**src/acr_defs.svh**
```systemverilog
// Constants of the converter configuration register bank: offsets,
// field positions, reset values and serial frame counts.
// Assumes inclusion by bare name from the bank's source files.
`ifndef ACR_DEFS_SVH
`define ACR_DEFS_SVH

// Register offsets
`define ACR_ADDR_PORT 8'h00
`define ACR_ADDR_ID 8'h01
`define ACR_ADDR_GRADE 8'h02
`define ACR_ADDR_CHSEL 8'h05
`define ACR_ADDR_PWR 8'h08
`define ACR_ADDR_GCLK 8'h09
`define ACR_ADDR_CDIV 8'h0B
`define ACR_ADDR_XFER 8'hFF

// Field positions
`define ACR_PORT_LSB_HI 6
`define ACR_PORT_LSB_LO 1
`define ACR_PORT_SRST_HI 5
`define ACR_PORT_SRST_LO 2
`define ACR_PORT_FIXED 8'h18
`define ACR_GRADE_LSB 4
`define ACR_PWR_FN_BIT 5
`define ACR_GCLK_DCS_BIT 0
`define ACR_XFER_BIT 0

// Reset values
`define ACR_RST_CHSEL 2'h3
`define ACR_RST_PWR 3'h0
`define ACR_RST_GCLK 1'h1
`define ACR_RST_CDIV 6'h00

// Power mode codes and frame counts
`define ACR_MODE_FULL 2'h1
`define ACR_MODE_STBY 2'h2
`define ACR_INSTR_LAST 4'hF
`define ACR_BYTE_LAST 4'h7
`define ACR_LEN_STREAM 2'h3

`endif

```
**src/acr_pkg.sv**
```systemverilog
// Types shared by the converter configuration register bank.
// Assumes nothing of its surroundings.
package acr_pkg;

  // Serial frame phase
  typedef enum logic [1:0] {ST_INSTR, ST_DATA, ST_DONE} acr_state_e;

endpackage

```
**src/acr_bank.sv**
```systemverilog
// Configuration register bank of a dual-channel converter, reached over
// a three-wire serial port. Assumes the serial clock runs far slower than
// clk_sys_i (at least 8 system clocks per serial clock phase).
`timescale 1ns/1ps
`default_nettype none
`include "acr_defs.svh"

// Functional notes
// (RULE1) Host avoids unmapped addresses and bits.
// (RULE2) Bit order select mirrored at bits 6,1.
// (RULE3) Soft reset mirrored 5,2; fixed 4,3.
// (RULE4) Read-only two-bit speed grade field.
// (RULE5) Channel select bits A/B, reset 0x03.
// (RULE6) Transfer bit copies staged to active.
// (RULE7) Bit 5 picks power-down pin function.
// (RULE8) Global clock bit 0 enables stabilizer.
// (RULE9) Divide ratio field n divides by n+1.
// (RULE10) Phase field n delays n input clocks.
// (RULE11) Nonzero ratio forces stabilizer on.
// (RULE12) Shadow writes wait; transfer bit self-clears.
// (RULE13) Both selected: write both, read A.
// (RULE14) Most significant bit first after reset.
// (RULE15) Soft reset self-clears, restores defaults.
module acr_bank #(
  parameter logic [7:0] PART_IDENTIFIER = 8'h5A,    // Arbitrary value
  parameter logic [1:0] SPEED_GRADE = 2'h2  // Arbitrary value
) (
  input wire logic clk_sys_i,         // System clock, 25 MHz
  input wire logic rstn_i,            // Synchronous reset, active low
  input wire logic sclk_i,            // Serial clock pin
  input wire logic csb_n_i,           // Serial chip select pin, low active
  input wire logic sdio_i,            // Serial data pin, input side
  output logic sdio_o,                // Serial data pin, output side
  output logic sdio_oe_o,             // Serial data pin drive enable
  input wire logic pdwn_i,            // External power-down pin
  output logic [1:0] pd_full_o,       // Full power-down, per channel
  output logic [1:0] pd_stby_o,       // Standby, per channel
  output logic dcs_en_o,              // Duty cycle stabilizer active
  output logic [2:0] clk_div_ratio_o, // Divide by value plus one
  output logic [2:0] clk_div_phase_o  // Divider phase delay in clocks
);

  // Pin vector positions and internal state
  localparam int P_CSB = 0, P_SCLK = 1, P_SDIO = 2, P_PDWN = 3;
  logic [3:0] s1_q, s2_q, s3_q, pin_q, pin_prev_q, cnt_q;
  logic sclk_rise, sclk_fall, rd_q, wr_stb, lsb_q, srst_q, commit_q;
  acr_pkg::acr_state_e state_q;
  logic [15:0] sh_q, sh_d;
  logic [1:0] len_q, nbyte_q, chsel_q;
  logic [12:0] addr_q;
  logic [7:0] wr_data, rd_byte;
  logic [2:0] pm_sh_q [2], pm_act_q [2];
  logic gclk_sh_q, gclk_act_q;
  logic [5:0] cdiv_sh_q, cdiv_act_q;

  // Three-stage pin synchroniser with agreement filter
  always_ff @(posedge clk_sys_i)
  begin
    if (!rstn_i)
    begin
      {s1_q, s2_q, s3_q, pin_q, pin_prev_q} <= {5{4'h1}};
    end
    else
    begin
      s1_q <= {pdwn_i, sdio_i, sclk_i, csb_n_i};
      s2_q <= s1_q;
      s3_q <= s2_q;
      for (int i = 0; i < 4; i++)
        if (s2_q[i] == s3_q[i])
          pin_q[i] <= s3_q[i];
      pin_prev_q <= pin_q;
    end
  end

  assign sclk_rise = pin_q[P_SCLK] & ~pin_prev_q[P_SCLK] & ~pin_q[P_CSB];
  assign sclk_fall = ~pin_q[P_SCLK] & pin_prev_q[P_SCLK] & ~pin_q[P_CSB];

  // (RULE14) Shift order follows select
  assign sh_d = lsb_q ? {pin_q[P_SDIO], sh_q[15:1]}
                      : {sh_q[14:0], pin_q[P_SDIO]};
  assign wr_data = lsb_q ? sh_d[15:8] : sh_d[7:0];
  assign wr_stb = sclk_rise & (state_q == acr_pkg::ST_DATA) & ~rd_q &
                  (cnt_q == `ACR_BYTE_LAST) & (addr_q[12:8] == 5'h00);

  // Serial frame: instruction word, then data bytes
  always_ff @(posedge clk_sys_i)
  begin
    if (!rstn_i)
    begin
      state_q <= acr_pkg::ST_INSTR;
      {cnt_q, nbyte_q, len_q, rd_q} <= 9'h000;
      {sh_q, addr_q} <= 29'h00000000;
    end
    else if (pin_q[P_CSB])
    begin
      state_q <= acr_pkg::ST_INSTR;
      {cnt_q, nbyte_q} <= 6'h00;
    end
    else if (sclk_rise)
    begin
      sh_q <= sh_d;
      cnt_q <= cnt_q + 4'h1;
      unique case (state_q)
        acr_pkg::ST_INSTR:
          if (cnt_q == `ACR_INSTR_LAST)
          begin
            state_q <= acr_pkg::ST_DATA;
            rd_q <= sh_d[15];
            len_q <= sh_d[14:13];
            addr_q <= sh_d[12:0];
          end
        acr_pkg::ST_DATA:
          if (cnt_q == `ACR_BYTE_LAST)
          begin
            cnt_q <= 4'h0;
            addr_q <= addr_q + 13'h0001;
            nbyte_q <= nbyte_q + 2'h1;
            if (len_q != `ACR_LEN_STREAM && nbyte_q == len_q)
              state_q <= acr_pkg::ST_DONE;
          end
        acr_pkg::ST_DONE:
          cnt_q <= 4'h0;
      endcase
    end
  end

  // Read data multiplexer; unmapped addresses read zero
  always_comb
  begin
    rd_byte = 8'h00;
    if (addr_q[12:8] == 5'h00)
    begin
      unique case (addr_q[7:0])
        // (RULE2) (RULE3) Mirrored nibbles
        `ACR_ADDR_PORT: rd_byte = `ACR_PORT_FIXED |
          {1'b0, lsb_q, srst_q, 2'h0, srst_q, lsb_q, 1'b0};
        `ACR_ADDR_ID: rd_byte = PART_IDENTIFIER;
        // (RULE4) Speed grade field
        `ACR_ADDR_GRADE: rd_byte = {2'h0, SPEED_GRADE, 4'h0};
        `ACR_ADDR_CHSEL: rd_byte = {6'h00, chsel_q};
        // (RULE13) Channel A wins reads
        `ACR_ADDR_PWR: rd_byte = chsel_q[0]
          ? {2'h0, pm_sh_q[0][2], 3'h0, pm_sh_q[0][1:0]}
          : {2'h0, pm_sh_q[1][2], 3'h0, pm_sh_q[1][1:0]};
        `ACR_ADDR_GCLK: rd_byte = {7'h00, gclk_sh_q};
        `ACR_ADDR_CDIV: rd_byte = {2'h0, cdiv_sh_q};
        `ACR_ADDR_XFER: rd_byte = {7'h00, commit_q};
        default: rd_byte = 8'h00;
      endcase
    end
  end

  // Readback bit driven after each falling serial clock
  always_ff @(posedge clk_sys_i)
  begin
    if (!rstn_i)
    begin
      {sdio_o, sdio_oe_o} <= 2'h0;
    end
    else
    begin
      sdio_oe_o <= ~pin_q[P_CSB] & rd_q & (state_q == acr_pkg::ST_DATA);
      if (sclk_fall)
        sdio_o <= lsb_q ? rd_byte[cnt_q[2:0]]
                        : rd_byte[3'h7 - cnt_q[2:0]];
    end
  end

  // (RULE15) Soft reset pulses one cycle
  always_ff @(posedge clk_sys_i)
  begin
    if (!rstn_i)
      srst_q <= 1'b0;
    else
      srst_q <= wr_stb & (addr_q[7:0] == `ACR_ADDR_PORT) &
                (wr_data[`ACR_PORT_SRST_HI] | wr_data[`ACR_PORT_SRST_LO]);
  end

  // Staged register writes
  always_ff @(posedge clk_sys_i)
  begin
    if (!rstn_i || srst_q)
    begin
      {lsb_q, commit_q} <= 2'h0;
      chsel_q <= `ACR_RST_CHSEL;
      pm_sh_q <= '{`ACR_RST_PWR, `ACR_RST_PWR};
      gclk_sh_q <= `ACR_RST_GCLK;
      cdiv_sh_q <= `ACR_RST_CDIV;
    end
    else
    begin
      // (RULE12) Transfer bit clears after one cycle
      commit_q <= wr_stb & (addr_q[7:0] == `ACR_ADDR_XFER) &
                  wr_data[`ACR_XFER_BIT];
      if (wr_stb)
      begin
        unique case (addr_q[7:0])
          // (RULE2) Either mirror sets order
          `ACR_ADDR_PORT: lsb_q <= wr_data[`ACR_PORT_LSB_HI] |
                                   wr_data[`ACR_PORT_LSB_LO];
          // (RULE5) Channel target select
          `ACR_ADDR_CHSEL: chsel_q <= wr_data[1:0];
          `ACR_ADDR_PWR:
            // (RULE13) Write each selected channel
            for (int c = 0; c < 2; c++)
              if (chsel_q[c])
                pm_sh_q[c] <= {wr_data[`ACR_PWR_FN_BIT], wr_data[1:0]};
          `ACR_ADDR_GCLK: gclk_sh_q <= wr_data[`ACR_GCLK_DCS_BIT];
          `ACR_ADDR_CDIV: cdiv_sh_q <= wr_data[5:0];
          default: ;
        endcase
      end
    end
  end

  // (RULE6) (RULE12) Commit staged values together
  always_ff @(posedge clk_sys_i)
  begin
    if (!rstn_i || srst_q)
    begin
      pm_act_q <= '{`ACR_RST_PWR, `ACR_RST_PWR};
      gclk_act_q <= `ACR_RST_GCLK;
      cdiv_act_q <= `ACR_RST_CDIV;
    end
    else if (commit_q)
    begin
      pm_act_q <= pm_sh_q;
      gclk_act_q <= gclk_sh_q;
      cdiv_act_q <= cdiv_sh_q;
    end
  end

  // Converter-side control outputs
  always_ff @(posedge clk_sys_i)
  begin
    if (!rstn_i)
    begin
      {pd_full_o, pd_stby_o} <= 4'h0;
      dcs_en_o <= 1'b1;
      {clk_div_ratio_o, clk_div_phase_o} <= 6'h00;
    end
    else
    begin
      // (RULE7) Pin function per channel
      for (int c = 0; c < 2; c++)
      begin
        pd_full_o[c] <= (pin_q[P_PDWN] & ~pm_act_q[c][2]) |
                        (pm_act_q[c][1:0] == `ACR_MODE_FULL);
        pd_stby_o[c] <= (pin_q[P_PDWN] & pm_act_q[c][2]) |
                        (pm_act_q[c][1:0] == `ACR_MODE_STBY);
      end
      // (RULE8) (RULE11) Stabilizer enable or forced
      dcs_en_o <= gclk_act_q | (cdiv_act_q[2:0] != 3'h0);
      // (RULE9) Divide ratio field
      clk_div_ratio_o <= cdiv_act_q[2:0];
      // (RULE10) Phase delay field
      clk_div_phase_o <= cdiv_act_q[5:3];
    end
  end

  a_port_mirror: assert property (@(posedge clk_sys_i) disable iff (!rstn_i)
    addr_q == 13'h0000 |-> rd_byte[6] == rd_byte[1] && rd_byte[5] ==
    rd_byte[2] && rd_byte[4:3] == 2'h3 && !rd_byte[7] && !rd_byte[0])
    else $error("port config mirror broken"); // (RULE2) (RULE3)
  a_grade_field: assert property (@(posedge clk_sys_i) disable iff (!rstn_i)
    addr_q == 13'h0002 |-> rd_byte == {2'h0, SPEED_GRADE, 4'h0})
    else $error("speed grade read wrong"); // (RULE4)
  a_chsel_reset: assert property (@(posedge clk_sys_i)
    !rstn_i |=> chsel_q == 2'h3 && !lsb_q && !commit_q)
    else $error("reset values wrong"); // (RULE5) (RULE14)
  a_commit_copy: assert property (@(posedge clk_sys_i)
    disable iff (!rstn_i || srst_q) commit_q |=> cdiv_act_q ==
    $past(cdiv_sh_q) && gclk_act_q == $past(gclk_sh_q))
    else $error("transfer did not copy"); // (RULE6)
  a_shadow_hold: assert property (@(posedge clk_sys_i)
    disable iff (!rstn_i || srst_q)
    !commit_q |=> $stable(cdiv_act_q) && $stable(gclk_act_q))
    else $error("active changed without transfer"); // (RULE12)
  a_dcs_forced: assert property (@(posedge clk_sys_i) disable iff (!rstn_i)
    cdiv_act_q[2:0] != 3'h0 ##1 $stable(cdiv_act_q) |-> dcs_en_o)
    else $error("stabilizer not forced"); // (RULE11)
  a_div_fields: assert property (@(posedge clk_sys_i) disable iff (!rstn_i)
    ##1 clk_div_ratio_o == $past(cdiv_act_q[2:0]) &&
    clk_div_phase_o == $past(cdiv_act_q[5:3]))
    else $error("divider fields wrong"); // (RULE9) (RULE10)
  a_pin_select: assert property (@(posedge clk_sys_i) disable iff (!rstn_i)
    pin_q[P_PDWN] && pm_act_q[0] == 3'h4 |=> pd_stby_o[0] && !pd_full_o[0])
    else $error("pin function not standby"); // (RULE7)
  a_srst_clear: assert property (@(posedge clk_sys_i) disable iff (!rstn_i)
    srst_q |=> !srst_q && chsel_q == 2'h3 && gclk_act_q)
    else $error("soft reset did not clear"); // (RULE15)
  a_both_write: assert property (@(posedge clk_sys_i) disable iff (!rstn_i)
    wr_stb && addr_q == 13'h0008 && chsel_q == 2'h3 |=>
    pm_sh_q[0] == pm_sh_q[1])
    else $error("both channels not written"); // (RULE13)
endmodule
`default_nettype wire

```
**config.mk**
```make
export PLATFORM = sky130hd
export DESIGN_NAME = acr_bank
export DESIGN_NICKNAME = d
export VERILOG_FILES = /design/src/acr_pkg.sv /design/src/acr_bank.sv
export VERILOG_INCLUDE_DIRS = /design/src /design/src/src
export SDC_FILE = /design/constraint.sdc
export NUM_CORES = 1
export LEC_CHECK = 0
export ABC_CLOCK_PERIOD_IN_PS = 1960
export BUFFER_PORTS_ARGS = -buffer_cell sky130_fd_sc_hd__buf_4
export CAP_MARGIN = 20
export CORE_UTILIZATION = 55
export CTS_CLUSTER_DIAMETER = 120
export DETAILED_ROUTE_END_ITERATION = 16
export PLACE_DENSITY = 0.75
export SLEW_MARGIN = 20
export SYNTH_ARGS = -nofsm -noshare
export SYNTH_HDL_FRONTEND = slang
export SYNTH_SLANG_ARGS = --single-unit
```
**constraint.sdc**
```tcl
create_clock -name clk_sys_i -period 1.96 [get_ports clk_sys_i]
set_input_delay 0.294 -clock clk_sys_i [delete_from_list [all_inputs] [get_ports clk_sys_i]]
set_output_delay 0.294 -clock clk_sys_i [all_outputs]
set_load 0.1 [all_outputs]
```
-- Word level (Yosys, flattened, before mapping)
Index checks and enable logic that the tools add are counted.
- add/subtract/negate cells: 4
- magnitude comparators: 2
- equal/unequal tests: 24
- mux-type cells: 19
- bitwise gates (word level): 32
- reduce and logical (&&, ||, !) cells: 20
- operators by type and width (operator ; number):
    $pmux W7 S8 ; 1
    $mux W13 ; 2
    $pmux W13 S2 ; 1
    $eq A8 B4 Y1 const B ; 3
    $and A1 B1 Y1 ; 18
    $mux W16 ; 1
    $mux W7 ; 2
    $add A13 B1 Y13 const B ; 1
    $reduce_and A2 Y1 ; 5
    $reduce_and A5 Y1 ; 2
    $reduce_and A3 Y1 ; 3
    $eq A8 B1 Y1 const B ; 1
    $eq A8 B2 Y1 const B ; 1
    $eq A8 B3 Y1 const B ; 1
    $eq A8 B8 Y1 const B ; 1
    $logic_not A8 Y1 ; 1
    $lt A3 B4 Y1 const B ; 2
    $pmux W4 S2 ; 1
    $not A1 Y1 ; 7
    $or A1 B1 Y1 ; 7
    $bmux W1 S3 ; 2
    $eq A2 B1 Y1 const B ; 3
    $eq A2 B2 Y1 const B ; 3
    $mux W2 ; 3
    other kinds (22) ; 29
- flip-flop bits (word level): 102
- input port bits: 6
- output and inout bits: 13

-- Depth between registers and ports, before layout
Gate-level depths: netlist of run 1.
- depth after elaboration: 9
- mapped depth: 10
- mapped depth without buffers: 8

-- Least setup slack after synthesis of run 1
OpenSTA, ideal clock, no wires.
- path kind: flip-flop to flip-flop
- start: reg state_q[1]
- end: reg lsb_q
- library setup time: 0.070 ns
- arrival: 1.952 ns
- setup slack: -0.062 ns
- stages on the path, launching flop included: 10
- period minus slack after synthesis: 2.022 ns
- path through: dfxtp_1 > inv_1 > ha_1 > buf_2 > inv_1 > nor4_4 > nor3b_4 > nand4b_2 > or3_1 > a21oi_1
- cells in the longest elaborated chain, start to end: 6
- ends and longest elaborated chain (what ; RTL line ; text):
    start, declared ; acr_bank.sv:47 ; acr_pkg::acr_state_e state_q;
    start signal, assigned ; acr_bank.sv:90 ; state_q <= acr_pkg::ST_INSTR;
    start signal, assigned ; acr_bank.sv:96 ; state_q <= acr_pkg::ST_INSTR;
    start signal, assigned ; acr_bank.sv:107 ; state_q <= acr_pkg::ST_DATA;
    $eq A2 B1 Y1 ; acr_bank.sv:82 ; assign wr_stb = sclk_rise & (state_q == acr_pkg::ST_DATA) & ~rd_q &
    $and A1 B1 Y1 (4 in a row) ; acr_bank.sv:82 ;
    $reduce_and A2 Y1 (no line) ; -- ;
    end signal, assigned ; acr_bank.sv:199 ; `ACR_ADDR_PORT: lsb_q <= wr_data[`ACR_PORT_LSB_HI] |
    end, declared ; acr_bank.sv:46 ; logic sclk_rise, sclk_fall, rd_q, wr_stb, lsb_q, srst_q, commit_q;
No other way between the ends.
A chain may end at the register's enable or synchronous reset.

-- Final worst setup path of run 1
- start: reg pin_prev_q[1]
- end: reg lsb_q
- cells in the longest elaborated chain, start to end: 8
- ends and longest elaborated chain (what ; RTL line ; text):
    start, declared ; acr_bank.sv:45 ; logic [3:0] s1_q, s2_q, s3_q, pin_q, pin_prev_q, cnt_q;
    start signal, assigned ; acr_bank.sv:61 ; {s1_q, s2_q, s3_q, pin_q, pin_prev_q} <= {5{4'h1}};
    start signal, assigned ; acr_bank.sv:71 ; pin_prev_q <= pin_q;
    $not A1 Y1 ; acr_bank.sv:75 ; assign sclk_rise = pin_q[P_SCLK] & ~pin_prev_q[P_SCLK] & ~pin_q[P_CSB];
    $and A1 B1 Y1 (2 in a row) ; acr_bank.sv:75 ;
    $and A1 B1 Y1 (4 in a row) ; acr_bank.sv:82 ;
    $reduce_and A2 Y1 (no line) ; -- ;
No other way between the ends.

==> impl_metrics.env, run 1 <==
export IMPL_number_of_unique_standard_cell_types_used_by_synthesis=52
export IMPL_async_flop_share=0
export IMPL_worstSetupPathType="register to register"
export IMPL_start_util=0.567
export IMPL_crit_path_top_delay_cell="sky130_fd_sc_hd__or3b_4"
export IMPL_via_count_of_the_first_global_routing_pass=3620
export IMPL_cts_path_max_buffers=2
export IMPL_tot_pwr_mw=3.38
export IMPL_grt_setup_unrepaired="yes"
export IMPL_synth_flop_cell="sky130_fd_sc_hd__dfxtp_1"
export IMPL_p_leak_nw=2.23
export IMPL_detailed_place_area_mm2=0.00508
export IMPL_tritoncts="built"
export IMPL_power_share_sequential=0.610
export IMPL_post_synthesis_to_final_layout_area_growth_pct=14.9
export IMPL_timing_fmax_mhz=525
export IMPL_via_count=3923
export IMPL_power_switching_share=0.223
export IMPL_drt_wirelength_per_cell_um=15.8
export IMPL_drt_total_wl_um=10600
export IMPL_synth_net_count=544
export IMPL_power_clock_fraction=0.374
export IMPL_drv_max_cap_violation_count=0
export IMPL_internal_power_mw=2.63
export IMPL_synth_seq_cells=101
export IMPL_timing_hold_worst_class="primary input to register"
export IMPL_route_detailed_drc=0
export IMPL_final_max_slew_violation_count=0
export IMPL_syn_mean_instance_area_um2=8.78
export IMPL_fp_row_count=33
export IMPL_crit_arrival_ps=2210
export IMPL_worst_ep_required_time_ps=2260
export IMPL_reg2reg_slack_ps=50
export IMPL_maximum_number_of_pins_on_one_net_before_global_route_repair=32
export IMPL_gr_usage_met2=0.416
export IMPL_antenna_found_initial=0
export IMPL_globalRoute_busiestLayer="met2"
export IMPL_synth_warnings=0
export IMPL_status="complete, no violations"
export IMPL_met1_usage=0.315
export IMPL_layout_min_cycle_time_ps=1910
export IMPL_postSynthCellCount=531
export IMPL_clock_root_buffer="sky130_fd_sc_hd__clkbuf_8"
export IMPL_pre_cts_slack_ps=-75.7
export IMPL_reg2reg_depth=6
export IMPL_path_clk_slew_ps=100
export IMPL_holdBufCountCts=0
export IMPL_viasPerCell=5.86
export IMPL_gr_usage_all_layers=0.250
export IMPL_fin_skew_ps=9.79
export IMPL_setup_violations_final=0
export IMPL_critPathLaunchType="register"
export IMPL_power_switching_mw=0.754
export IMPL_num_nets_final=573
export IMPL_drt_pass1_iterations=5
export IMPL_cp_slowest_stage_delay_ps=410
export IMPL_worstSetupEndpoint="lsb_q$_SDFFE_PP0P_"
export IMPL_synth_edf_count=0
export IMPL_wire_length_of_the_first_global_routing_pass_um=17100
export IMPL_final_fill_count=679
export IMPL_crit_chain="or3b_4 -> nor4_4 -> nor3b_4 -> nand4b_4 -> or3_1 -> a21oi_1"
export IMPL_cts_sinks=101
export IMPL_ctsHtreeMaxLevel=3
export IMPL_synth_seq_area_share=0.434
export IMPL_grt_remaining_overflow=0
export IMPL_peakVddDrop_mv=0.384
export IMPL_number_of_endpoints_with_negative_hold_slack_in_the_final_report=0
export IMPL_post_route_cells_drive_above_1_share=0.186
export IMPL_postRouteAntennaNets=0
export IMPL_hpwlAfterDp_um=7640
export IMPL_crit_path_max_fanout=3
export IMPL_grt_met3_usage=0.0526
export IMPL_slew_limit_headroom=0.618
export IMPL_die_height_um=94.1
export IMPL_tritoncts_num_buffers=9
export IMPL_finalWorstSetupSlack_ps=53.6
export IMPL_worstSetupEndpointType="register"
export IMPL_drt_first_iter_violations=260
export IMPL_setup_worst_path_start="pin_prev_q[1]$_SDFF_PN0_"
export IMPL_crit_reg2reg_capture="lsb_q$_SDFFE_PP0P_"
export IMPL_max_slew_worst_pin_slew_ps=566
export IMPL_power_combinational_fraction=0.016
export IMPL_post_route_period_util=0.973
export IMPL_setup_total_negative_slack_ps=0
export IMPL_num_io_pins=19
export IMPL_io_buffer_count=18
export IMPL_antenna_diode_count=0
export IMPL_synth_cell_area_mm2=0.00466
export IMPL_worstHoldPathCells=2
export IMPL_coreArea_mm2=0.00822
export IMPL_holdWs_ps=106
export IMPL_postLayoutCellArea_mm2=0.00536
export IMPL_rr_startpoint="pin_prev_q[1]$_SDFF_PN0_"
export IMPL_gp_congestion=0.876
export IMPL_power_density_mw_per_mm2=631
export IMPL_dieArea_mm2=0.00885
export IMPL_clkLatencyLatePin_ps=360
export IMPL_chipWidth_um=94.1
synth_stat cells (2+ instances only):
master	n	area share
sky130_fd_sc_hd__nor2b_1	10	0.013
sky130_fd_sc_hd__inv_1	16	0.013
sky130_fd_sc_hd__dfxtp_1	101	0.43
sky130_fd_sc_hd__buf_1	4	0.0032
sky130_fd_sc_hd__ha_1	7	0.019
sky130_fd_sc_hd__o211ai_1	3	0.0048
sky130_fd_sc_hd__nand2_1	52	0.042
sky130_fd_sc_hd__nor3_1	9	0.0097
sky130_fd_sc_hd__o31ai_1	2	0.0032
sky130_fd_sc_hd__nand3b_1	2	0.0032
sky130_fd_sc_hd__o211a_1	21	0.045
sky130_fd_sc_hd__a31oi_1	7	0.0094
sky130_fd_sc_hd__xor2_1	2	0.0038
sky130_fd_sc_hd__o21ai_0	17	0.018
sky130_fd_sc_hd__o221a_2	3	0.0072
sky130_fd_sc_hd__o22ai_1	10	0.013
sky130_fd_sc_hd__o21a_1	2	0.0032
sky130_fd_sc_hd__mux2_2	4	0.0097
sky130_fd_sc_hd__nand3_1	23	0.025
sky130_fd_sc_hd__nand4_1	5	0.0067
sky130_fd_sc_hd__nand2b_1	9	0.012
sky130_fd_sc_hd__buf_2	4	0.0043
sky130_fd_sc_hd__clkbuf_1	28	0.023
sky130_fd_sc_hd__a22oi_1	9	0.014
sky130_fd_sc_hd__a211oi_1	3	0.0048
sky130_fd_sc_hd__and2_1	22	0.030
sky130_fd_sc_hd__nor2_1	52	0.042
sky130_fd_sc_hd__nor4_1	4	0.0054
sky130_fd_sc_hd__a21o_1	4	0.0064
sky130_fd_sc_hd__a21boi_0	7	0.011
sky130_fd_sc_hd__and3_1	5	0.0067
sky130_fd_sc_hd__mux2i_1	41	0.088
sky130_fd_sc_hd__a21oi_1	24	0.026
power groups by stage:
stage,sequential [mW],combinational (mW),clock (mW)
2_1_floorplan,2.11,0.0341,0
3_3_place_gp,2.11,0.0531,0
3_5_place_dp,2.11,0.0538,0
4_1_cts,2.06,0.0540,1.31
5_1_grt,2.07,0.0596,1.40
6_report,2.06,0.0535,1.26
cell families (layout without fill, tap and decap cells):
kind of cell / count (synthesis) / after routing / synth area share
fa+ha+maj: 7 / 7 / 0.0188
mux: 45 / 45 / 0.0977
xor+xnor: 3 / 3 / 0.00564
compound gates: 119 / 119 / 0.180
simple gates: 204 / 204 / 0.221
buf+inv: 52 / 86 / 0.0429
flops: 101 / 101 / 0.434
repair_timing:
action                                  4_1_cts  5_1_grt
resized for setup                             3       20
buffers inserted                              1        0
endpoints found under the setup margin       13       17
pin swaps                                     1        1
placed cells by master, fill, tap and decap left out, types with 3 or more instances in the layout:
cell type and n:
sky130_fd_sc_hd__o221a_2 3, sky130_fd_sc_hd__clkbuf_8 11, sky130_fd_sc_hd__o211ai_1 3, sky130_fd_sc_hd__nor2_1 50, sky130_fd_sc_hd__nand4_1 5, sky130_fd_sc_hd__a21oi_1 24, sky130_fd_sc_hd__dfxtp_2 7, sky130_fd_sc_hd__a21boi_0 7
sky130_fd_sc_hd__mux2_2 4, sky130_fd_sc_hd__nor3_1 8, sky130_fd_sc_hd__inv_1 14, sky130_fd_sc_hd__nor2b_1 10, sky130_fd_sc_hd__nand2b_1 9, sky130_fd_sc_hd__a21o_1 4, sky130_fd_sc_hd__and3_1 5, sky130_fd_sc_hd__and2_1 22
sky130_fd_sc_hd__dfxtp_1 94, sky130_fd_sc_hd__a31oi_1 7, sky130_fd_sc_hd__nand3_1 22, sky130_fd_sc_hd__buf_4 52, sky130_fd_sc_hd__o211a_1 21, sky130_fd_sc_hd__mux2i_1 41, sky130_fd_sc_hd__o21ai_0 17, sky130_fd_sc_hd__nand2_1 51
sky130_fd_sc_hd__o22ai_1 10, sky130_fd_sc_hd__a22oi_1 9, sky130_fd_sc_hd__ha_1 4
through the flow:
step / instances / util
global route: 670 / 0.652
floorplan: 531 / -
global placement: 653 / 0.618
CTS: 670 / 0.644
finish: 670 / 0.652
detailed placement: 653 / 0.618
sequential cells by signal (all words and copies together), names as in the netlist, 2 cells and up:
| signal | flops |
|---|---|
| pd_full_o | 2 |
| addr_q | 13 |
| len_q | 2 |
| cdiv_act_q | 6 |
| pm_act_q | 6 |
| cnt_q | 4 |
| s2_q | 4 |
| sh_q | 16 |
| clk_div_phase_o | 3 |
| chsel_q | 2 |
| s1_q | 4 |
| pd_stby_o | 2 |
| pin_q | 4 |
| state_q | 2 |
| clk_div_ratio_o | 3 |
| cdiv_sh_q | 6 |
| s3_q | 4 |
| nbyte_q | 2 |
| pm_sh_q | 6 |
critical path, delay by kind of cell, from the launching register on:
kind | cells | cell delay (ps)
AND/OR/NAND/NOR | 5 | 1390
flip-flops | 1 | 330
AO/OA/AOI/OAI | 1 | 130
worst min-delay path by stage:
stage | slack, ps | start | end
finish | 110 | csb_n_i | s1_q[0]$_SDFF_PN1_
global route | 90 | csb_n_i | s1_q[0]$_SDFF_PN1_
CTS | 90 | csb_n_i | s1_q[0]$_SDFF_PN1_
detailed placement | 410 | s1_q[0]$_SDFF_PN1_ | s2_q[0]$_SDFF_PN1_
global placement | 410 | s1_q[3]$_SDFF_PN0_ | s2_q[3]$_SDFF_PN0_
floorplan | 390 | s1_q[0]$_SDFF_PN1_ | s2_q[0]$_SDFF_PN1_
layout make-up:
class                           count  area, um^2  share of cell area
Multi-Input combinational cell    378        2510               0.468
Sequential cell                   101        2030               0.379
Timing Repair Buffer               54         430              0.0803
Clock buffer                       11         151              0.0283
Tap cell                          105         131              0.0245
Inverter                           16        62.6              0.0117
Clock inverter                      5        42.5             0.00794
layer usage:
metal / up-vias / wire length [um] / share of wire
met4: 0 / 221 / 0.021
li1: 1934 / - / -
met5: - / 0 / 0
met1: 1846 / 4730 / 0.45
met2: 118 / 5050 / 0.48
met3: 25 / 592 / 0.056
Power figures use the tool's default switching activity.
==> run 2, diff against run 1 <==
--- a/config.mk
+++ b/config.mk
@@ -6,6 +6,7 @@
 export SDC_FILE = /design/constraint.sdc
 export NUM_CORES = 1
 export LEC_CHECK = 0
+export ABC_AREA = 1
 export ABC_CLOCK_PERIOD_IN_PS = 1960
 export BUFFER_PORTS_ARGS = -buffer_cell sky130_fd_sc_hd__buf_4
 export CAP_MARGIN = 20
==> impl_metrics.env, run 2 <==
export IMPL_status="complete, no violations"
export IMPL_worstHoldPathCells=3
export IMPL_via_count=4333
export IMPL_crit_chain="inv_1 -> ha_1 -> nand2_1 -> nor2_2 -> nor2_1 -> nor2_1 -> nand4_1 -> nand2_1 -> nor2_1 -> nor2_1 -> nand2_1 -> nand3_1 -> nand2_1 -> inv_1"
export IMPL_critPathLaunchType="register"
export IMPL_antenna_diode_count=0
export IMPL_num_nets_final=680
export IMPL_cp_slowest_stage_delay_ps=350
export IMPL_worstSetupEndpointType="register"
export IMPL_layout_cells_most_common="sky130_fd_sc_hd__nand2_1"
export IMPL_p_leak_nw=2.14
export IMPL_registers_top_by_ff_count="sh_q"
export IMPL_tritoncts_num_buffers=9
export IMPL_gr_usage_all_layers=0.258
export IMPL_setup_worst_path_start="addr_q[1]$_SDFFE_PN0P_"
export IMPL_final_max_slew_violation_count=0
export IMPL_power_density_mw_per_mm2=649
export IMPL_largest_register_ff_count=16
export IMPL_crit_arrival_ps=2200
export IMPL_clkLatencyLatePin_ps=370
export IMPL_timing_fmax_mhz=532
export IMPL_die_height_um=92.9
export IMPL_post_route_cells_drive_above_1_share=0.153
export IMPL_drt_total_wl_um=10900
export IMPL_critical_path_buf_inv_count=2
export IMPL_slew_limit_headroom=0.677
export IMPL_reg2reg_slack_ps=80
export IMPL_maximum_number_of_pins_on_one_net_before_global_route_repair=36
export IMPL_synth_seq_cells=101
export IMPL_netlist_top_cells_count="sky130_fd_sc_hd__nand2_1, sky130_fd_sc_hd__dfxtp_1, sky130_fd_sc_hd__inv_1"
export IMPL_ctsHtreeMaxLevel=3
export IMPL_via_count_of_the_first_global_routing_pass=3907
export IMPL_post_synth_top_count_cell="sky130_fd_sc_hd__nand2_1"
export IMPL_setup_total_negative_slack_ps=0
export IMPL_coreArea_mm2=0.00785
export IMPL_drv_max_cap_violation_count=0
export IMPL_setup_violations_final=0
export IMPL_postSynthCellCount=631
export IMPL_path_clk_slew_ps=100
export IMPL_gp_congestion=0.881
export IMPL_io_buffer_count=18
export IMPL_tritoncts="built"
export IMPL_viasPerCell=5.60
export IMPL_worstSetupEndpoint="sdio_o$_SDFFE_PN0P_"
export IMPL_wire_length_of_the_first_global_routing_pass_um=17600
export IMPL_synth_net_count=644
export IMPL_synth_top_cell_area_share=0.445
export IMPL_drt_pass1_iterations=6
export IMPL_async_flop_share=0
export IMPL_synth_edf_count=0
export IMPL_syn_mean_instance_area_um2=7.21
export IMPL_antenna_found_initial=0
export IMPL_route_detailed_drc=0
export IMPL_fp_row_count=32
export IMPL_peakVddDrop_mv=0.506
export IMPL_grt_setup_unrepaired="yes"
export IMPL_worstSetupPathType="register to register"
export IMPL_clock_root_buffer="sky130_fd_sc_hd__clkbuf_8"
export IMPL_timing_hold_worst_class="primary input to register"
export IMPL_cts_path_max_buffers=2
export IMPL_drt_first_iter_violations=407
export IMPL_crit_path_max_fanout=4
export IMPL_number_of_unique_standard_cell_types_used_by_synthesis=36
export IMPL_cts_sinks=101
export IMPL_chipWidth_um=92.9
export IMPL_synth_cell_area_mm2=0.00455
export IMPL_ys_top_cells_by_area="sky130_fd_sc_hd__dfxtp_1, sky130_fd_sc_hd__nand2_1, sky130_fd_sc_hd__a21oi_1, sky130_fd_sc_hd__o21ai_0, sky130_fd_sc_hd__inv_1"
export IMPL_largest_registers_ranked_by_flip_flop_count="sh_q: 16 flops, addr_q: 13 flops"
export IMPL_final_core_utilization=0.666
export IMPL_post_synth_top_area_cell="sky130_fd_sc_hd__dfxtp_1"
export IMPL_crit_path_top_delay_cell="sky130_fd_sc_hd__dfxtp_2"
export IMPL_num_io_pins=19
export IMPL_post_synthesis_to_final_layout_area_growth_pct=15.0
export IMPL_synth_flop_cell="sky130_fd_sc_hd__dfxtp_1"
export IMPL_postRouteAntennaNets=0
export IMPL_dieArea_mm2=0.00864
export IMPL_worst_ep_required_time_ps=2280
export IMPL_hpwlAfterDp_um=7560
export IMPL_holdWs_ps=97.7
export IMPL_rr_startpoint="addr_q[1]$_SDFFE_PN0P_"
export IMPL_start_util=0.580
export IMPL_synth_seq_area_share=0.445
export IMPL_fin_skew_ps=10.7
export IMPL_crit_reg2reg_capture="sdio_o$_SDFFE_PN0P_"
export IMPL_drt_wirelength_per_cell_um=14.1
export IMPL_layout_min_cycle_time_ps=1880
export IMPL_post_route_period_util=0.958
export IMPL_synth_warnings=0
export IMPL_timing_critical_path_depth=14
export IMPL_final_cell_mix="sky130_fd_sc_hd__nand2_1, sky130_fd_sc_hd__dfxtp_1, sky130_fd_sc_hd__a21oi_1"
export IMPL_max_slew_worst_pin_slew_ps=480
export IMPL_reg2reg_depth=14
export IMPL_crit_family="simple AND/OR/NAND/NOR gates"
export IMPL_number_of_endpoints_with_negative_hold_slack_in_the_final_report=0
export IMPL_grt_remaining_overflow=0
run 2: worst min-delay path by stage:
| stage | from | slack, ps | endpoint |
|---|---|---|---|
| after floorplan | s1_q[1]$_SDFF_PN0_ | 390 | s2_q[1]$_SDFF_PN0_ |
| after global placement | s1_q[2]$_SDFF_PN0_ | 390 | s2_q[2]$_SDFF_PN0_ |
| after detailed placement | s1_q[2]$_SDFF_PN0_ | 400 | s2_q[2]$_SDFF_PN0_ |
| after CTS | pdwn_i | 90 | s1_q[3]$_SDFF_PN0_ |
| after global routing | pdwn_i | 90 | s1_q[3]$_SDFF_PN0_ |
| final | pdwn_i | 100 | s1_q[3]$_SDFF_PN0_ |
run 2: power breakdown:
part	internal [mW]	switching (mW)
sequential	2.06	0.00372
clock	0.490	0.776
combinational	0.0209	0.0439
run 2: final cells by class:
| type | instances | area [um^2] |
|---|---|---|
| Sequential cell | 101 | 2020 |
| Inverter | 80 | 300 |
| Clock inverter | 6 | 56.3 |
| Timing Repair Buffer | 50 | 375 |
| Multi-Input combinational cell | 425 | 2220 |
| Tap cell | 102 | 128 |
| Clock buffer | 10 | 128 |
| Fill cell | 686 | 2620 |
run 2: tightest hold or removal path, stage by stage:
cell                      delay (ps)
sky130_fd_sc_hd__buf_4            70
sky130_fd_sc_hd__nand2_1          40
sky130_fd_sc_hd__inv_1            40
run 2: cell families after synthesis:
logic type,count (synthesis),synth area share
AOI/OAI and AO/OA,168,0.199
DFF,101,0.445
buffers and inverters,105,0.0911
xor gates and xnor gates,4,0.00770
and+or+nand+nor,246,0.238
adders and majority gates,7,0.0193
run 2: through the flow:
step                total power [mW]  setup WS (ps)  area [um^2]  std cells
CTS                             3.42           20.3         5070        767
global placement                2.17            132         4880        751
finish                          3.40           81.5         5230        774
detailed placement              2.18           50.3         4880        751
floorplan                       2.15            177         4550        631
global route                    3.51          -80.0         5230        774
run 2: layer usage:
layer / GRT usage / wire length (um) / vias to the layer above
met5: 0 / 0 / -
met4: 0.0885 / 233 / 0
met3: 0.0632 / 757 / 17
met2: 0.420 / 5190 / 156
met1: 0.333 / 4770 / 2010
li1: - / - / 2150
run 2: repair_timing:
item	CTS	global route
gates resized for setup	0	35
setup endpoints to repair	0	22
setup buffers	0	7
hold buffers	0	0
==> run 3, diff against run 2 <==
--- a/config.mk
+++ b/config.mk
@@ -7,13 +7,13 @@
 export NUM_CORES = 1
 export LEC_CHECK = 0
 export ABC_AREA = 1
-export ABC_CLOCK_PERIOD_IN_PS = 1960
+export ABC_CLOCK_PERIOD_IN_PS = 2400
 export BUFFER_PORTS_ARGS = -buffer_cell sky130_fd_sc_hd__buf_4
 export CAP_MARGIN = 20
-export CORE_UTILIZATION = 55
+export CORE_UTILIZATION = 66
 export CTS_CLUSTER_DIAMETER = 120
 export DETAILED_ROUTE_END_ITERATION = 16
-export PLACE_DENSITY = 0.75
+export PLACE_DENSITY = 0.84
 export SLEW_MARGIN = 20
 export SYNTH_ARGS = -nofsm -noshare
 export SYNTH_HDL_FRONTEND = slang
==> constraint.sdc (replaced) <==
create_clock -name clk_sys_i -period 2.4 [get_ports clk_sys_i]
set_input_delay 0.36 -clock clk_sys_i [delete_from_list [all_inputs] [get_ports clk_sys_i]]
set_output_delay 0.36 -clock clk_sys_i [all_outputs]
set_load 0.1 [all_outputs]
==> impl_metrics.env, run 3 (same netlist as run 2, synthesis figures left out) <==
export IMPL_max_slew_worst_pin_slew_ps=626
export IMPL_tot_pwr_mw=2.76
export IMPL_path_clk_slew_ps=100
export IMPL_setup_total_negative_slack_ps=0
export IMPL_critPathMostFrequentCell="sky130_fd_sc_hd__a21oi_1"
export IMPL_cts_path_max_buffers=2
export IMPL_clkLatencyLatePin_ps=360
export IMPL_chipWidth_um=85.0
export IMPL_timing_hold_worst_class="primary input to register"
export IMPL_rr_startpoint="addr_q[0]$_SDFFE_PN0P_"
export IMPL_hpwlAfterDp_um=7440
export IMPL_crit_path_max_fanout=4
export IMPL_worst_ep_required_time_ps=2690
export IMPL_p_leak_nw=2.03
export IMPL_post_synthesis_to_final_layout_area_growth_pct=8.53
export IMPL_power_clock_fraction=0.371
export IMPL_crit_arrival_ps=2420
export IMPL_drv_max_cap_violation_count=0
export IMPL_final_max_slew_violation_count=0
export IMPL_power_combinational_fraction=0.018
export IMPL_gp_congestion=0.952
export IMPL_crit_chain="inv_1 -> nor3_1 -> nand3_1 -> nor3b_1 -> nand4_1 -> a21oi_1 -> o21ai_0 -> a21oi_1"
export IMPL_layout_cells_most_common="sky130_fd_sc_hd__nand2_1"
export IMPL_fin_skew_ps=8.59
export IMPL_number_of_endpoints_with_negative_hold_slack_in_the_final_report=0
export IMPL_start_util=0.700
export IMPL_maximum_number_of_pins_on_one_net_before_global_route_repair=36
export IMPL_reg2reg_depth=8
export IMPL_worstSetupEndpoint="addr_q[11]$_SDFFE_PN0P_"
export IMPL_drt_total_wl_um=10500
export IMPL_post_route_cells_drive_above_1_share=0.0845
export IMPL_viasPerCell=5.77
export IMPL_critPathLaunchType="register"
export IMPL_via_count=4201
export IMPL_antenna_diode_count=0
export IMPL_registers_top_by_ff_count="sh_q"
export IMPL_layout_min_cycle_time_ps=2130
export IMPL_die_height_um=85.0
export IMPL_worstSetupEndpointType="register"
export IMPL_post_route_period_util=0.889
export IMPL_coreArea_mm2=0.00649
export IMPL_clock_root_buffer="sky130_fd_sc_hd__clkbuf_8"
export IMPL_drt_wirelength_per_cell_um=14.5
export IMPL_detailed_place_area_mm2=0.00475
export IMPL_largest_register_ff_count=16
export IMPL_num_io_pins=19
export IMPL_grt_setup_unrepaired="no"
export IMPL_reg2reg_slack_ps=270
export IMPL_tritoncts="built"
export IMPL_cts_post_setup_buffers_inserted=0
export IMPL_dieArea_mm2=0.00723
export IMPL_holdBufCountCts=0
export IMPL_slew_limit_headroom=0.579
export IMPL_num_nets_final=659
export IMPL_final_core_utilization=0.760
export IMPL_crit_reg2reg_capture="addr_q[11]$_SDFFE_PN0P_"
export IMPL_setup_worst_path_start="addr_q[0]$_SDFFE_PN0P_"
export IMPL_route_detailed_drc=0
export IMPL_worstSetupPathType="register to register"
export IMPL_timing_fmax_mhz=469
export IMPL_power_density_mw_per_mm2=559
export IMPL_final_cell_mix="sky130_fd_sc_hd__nand2_1, sky130_fd_sc_hd__dfxtp_1, sky130_fd_sc_hd__inv_1"
export IMPL_fp_row_count=29
export IMPL_via_count_of_the_first_global_routing_pass=3814
export IMPL_wire_length_of_the_first_global_routing_pass_um=17800
export IMPL_power_switching_share=0.232
export IMPL_internal_power_mw=2.12
export IMPL_final_fill_count=505
export IMPL_power_share_sequential=0.611
export IMPL_cts_resized=0
export IMPL_setup_violations_final=0
export IMPL_tritoncts_num_buffers=9
export IMPL_power_switching_mw=0.639
export IMPL_drt_pass1_iterations=5
export IMPL_io_buffer_count=18
export IMPL_ff_latch_area_mm2=0.00202
export IMPL_largest_registers_ranked_by_flip_flop_count="sh_q: 16 flops, addr_q: 13 flops"
export IMPL_postLayoutCellArea_mm2=0.00494
export IMPL_cts_sinks=101
export IMPL_crit_path_top_delay_cell="sky130_fd_sc_hd__nor3b_1"
export IMPL_drt_first_iter_violations=420
export IMPL_postRouteAntennaNets=0
export IMPL_ctsHtreeMaxLevel=3
export IMPL_gr_usage_all_layers=0.312
export IMPL_status="complete, no violations"
export IMPL_cp_slowest_stage_delay_ps=440
export IMPL_grt_remaining_overflow=0
export IMPL_multiInputGateArea_mm2=0.00211
export IMPL_peakVddDrop_mv=0.574
export IMPL_antenna_found_initial=0
## run 3: changes by cell type in the layout (fill, tap and decap cells not counted), moves of 3 or more
cell,before,now
sky130_fd_sc_hd__buf_4,50,29
sky130_fd_sc_hd__nor2_1,48,57
sky130_fd_sc_hd__nor2_2,8,2
sky130_fd_sc_hd__nand2_1,128,133
sky130_fd_sc_hd__nand2_2,4,0
sky130_fd_sc_hd__nor2_4,3,0
## run 3: worst max-delay path: cells and delay by family, from the launching register on
family	cells	cell delay, ps
compound gates	3	400
flops	1	380
buf+inv	1	100
simple gates	4	1180
## run 3: power by group through the flow
stage          Clock (mW)  Combinational [mW]  Sequential (mW)
6_report             1.02              0.0503             1.69
2_1_floorplan           0              0.0306             1.72
4_1_cts              1.04              0.0498             1.69
5_1_grt              1.12              0.0549             1.69
3_3_place_gp            0              0.0481             1.72
3_5_place_dp            0              0.0495             1.73
## run 3: cell type report
| type | count | area share |
|---|---|---|
| Sequential cell | 101 | 0.410 |
| Inverter | 80 | 0.0608 |
| Timing Repair Buffer | 29 | 0.0441 |
| Tap cell | 77 | 0.0195 |
| Multi-Input combinational cell | 425 | 0.428 |
| Clock inverter | 6 | 0.0101 |
| Clock buffer | 10 | 0.0279 |
## run 3: stage by stage
step,setup WS (ps),hold WS (ps),instances
2_1_floorplan,617,390,631
3_3_place_gp,449,393,712
3_5_place_dp,365,398,712
4_1_cts,348,156,728
5_1_grt,91.4,159,728
6_report,266,169,728
## run 3: how the worst min path moves through the flow
| stage | start | endpoint | slack, ps | cells after the start |
|---|---|---|---|---|
| 2_1_floorplan | s1_q[1]$_SDFF_PN0_ | s2_q[1]$_SDFF_PN0_ | 390 | 2 |
| 3_3_place_gp | s1_q[2]$_SDFF_PN0_ | s2_q[2]$_SDFF_PN0_ | 390 | 2 |
| 3_5_place_dp | s1_q[2]$_SDFF_PN0_ | s2_q[2]$_SDFF_PN0_ | 400 | 2 |
| 4_1_cts | pdwn_i | s1_q[3]$_SDFF_PN0_ | 160 | 3 |
| 5_1_grt | csb_n_i | s1_q[0]$_SDFF_PN1_ | 160 | 2 |
| 6_report | pdwn_i | s1_q[3]$_SDFF_PN0_ | 170 | 3 |
## run 3: per-layer routing
metal / vias up / routed length, um / track usage
met5: - / 0 / 0
met2: 163 / 5030 / 0.513
li1: 2111 / - / -
met3: 25 / 714 / 0.0691
met1: 1902 / 4580 / 0.410
met4: 0 / 200 / 0.0955
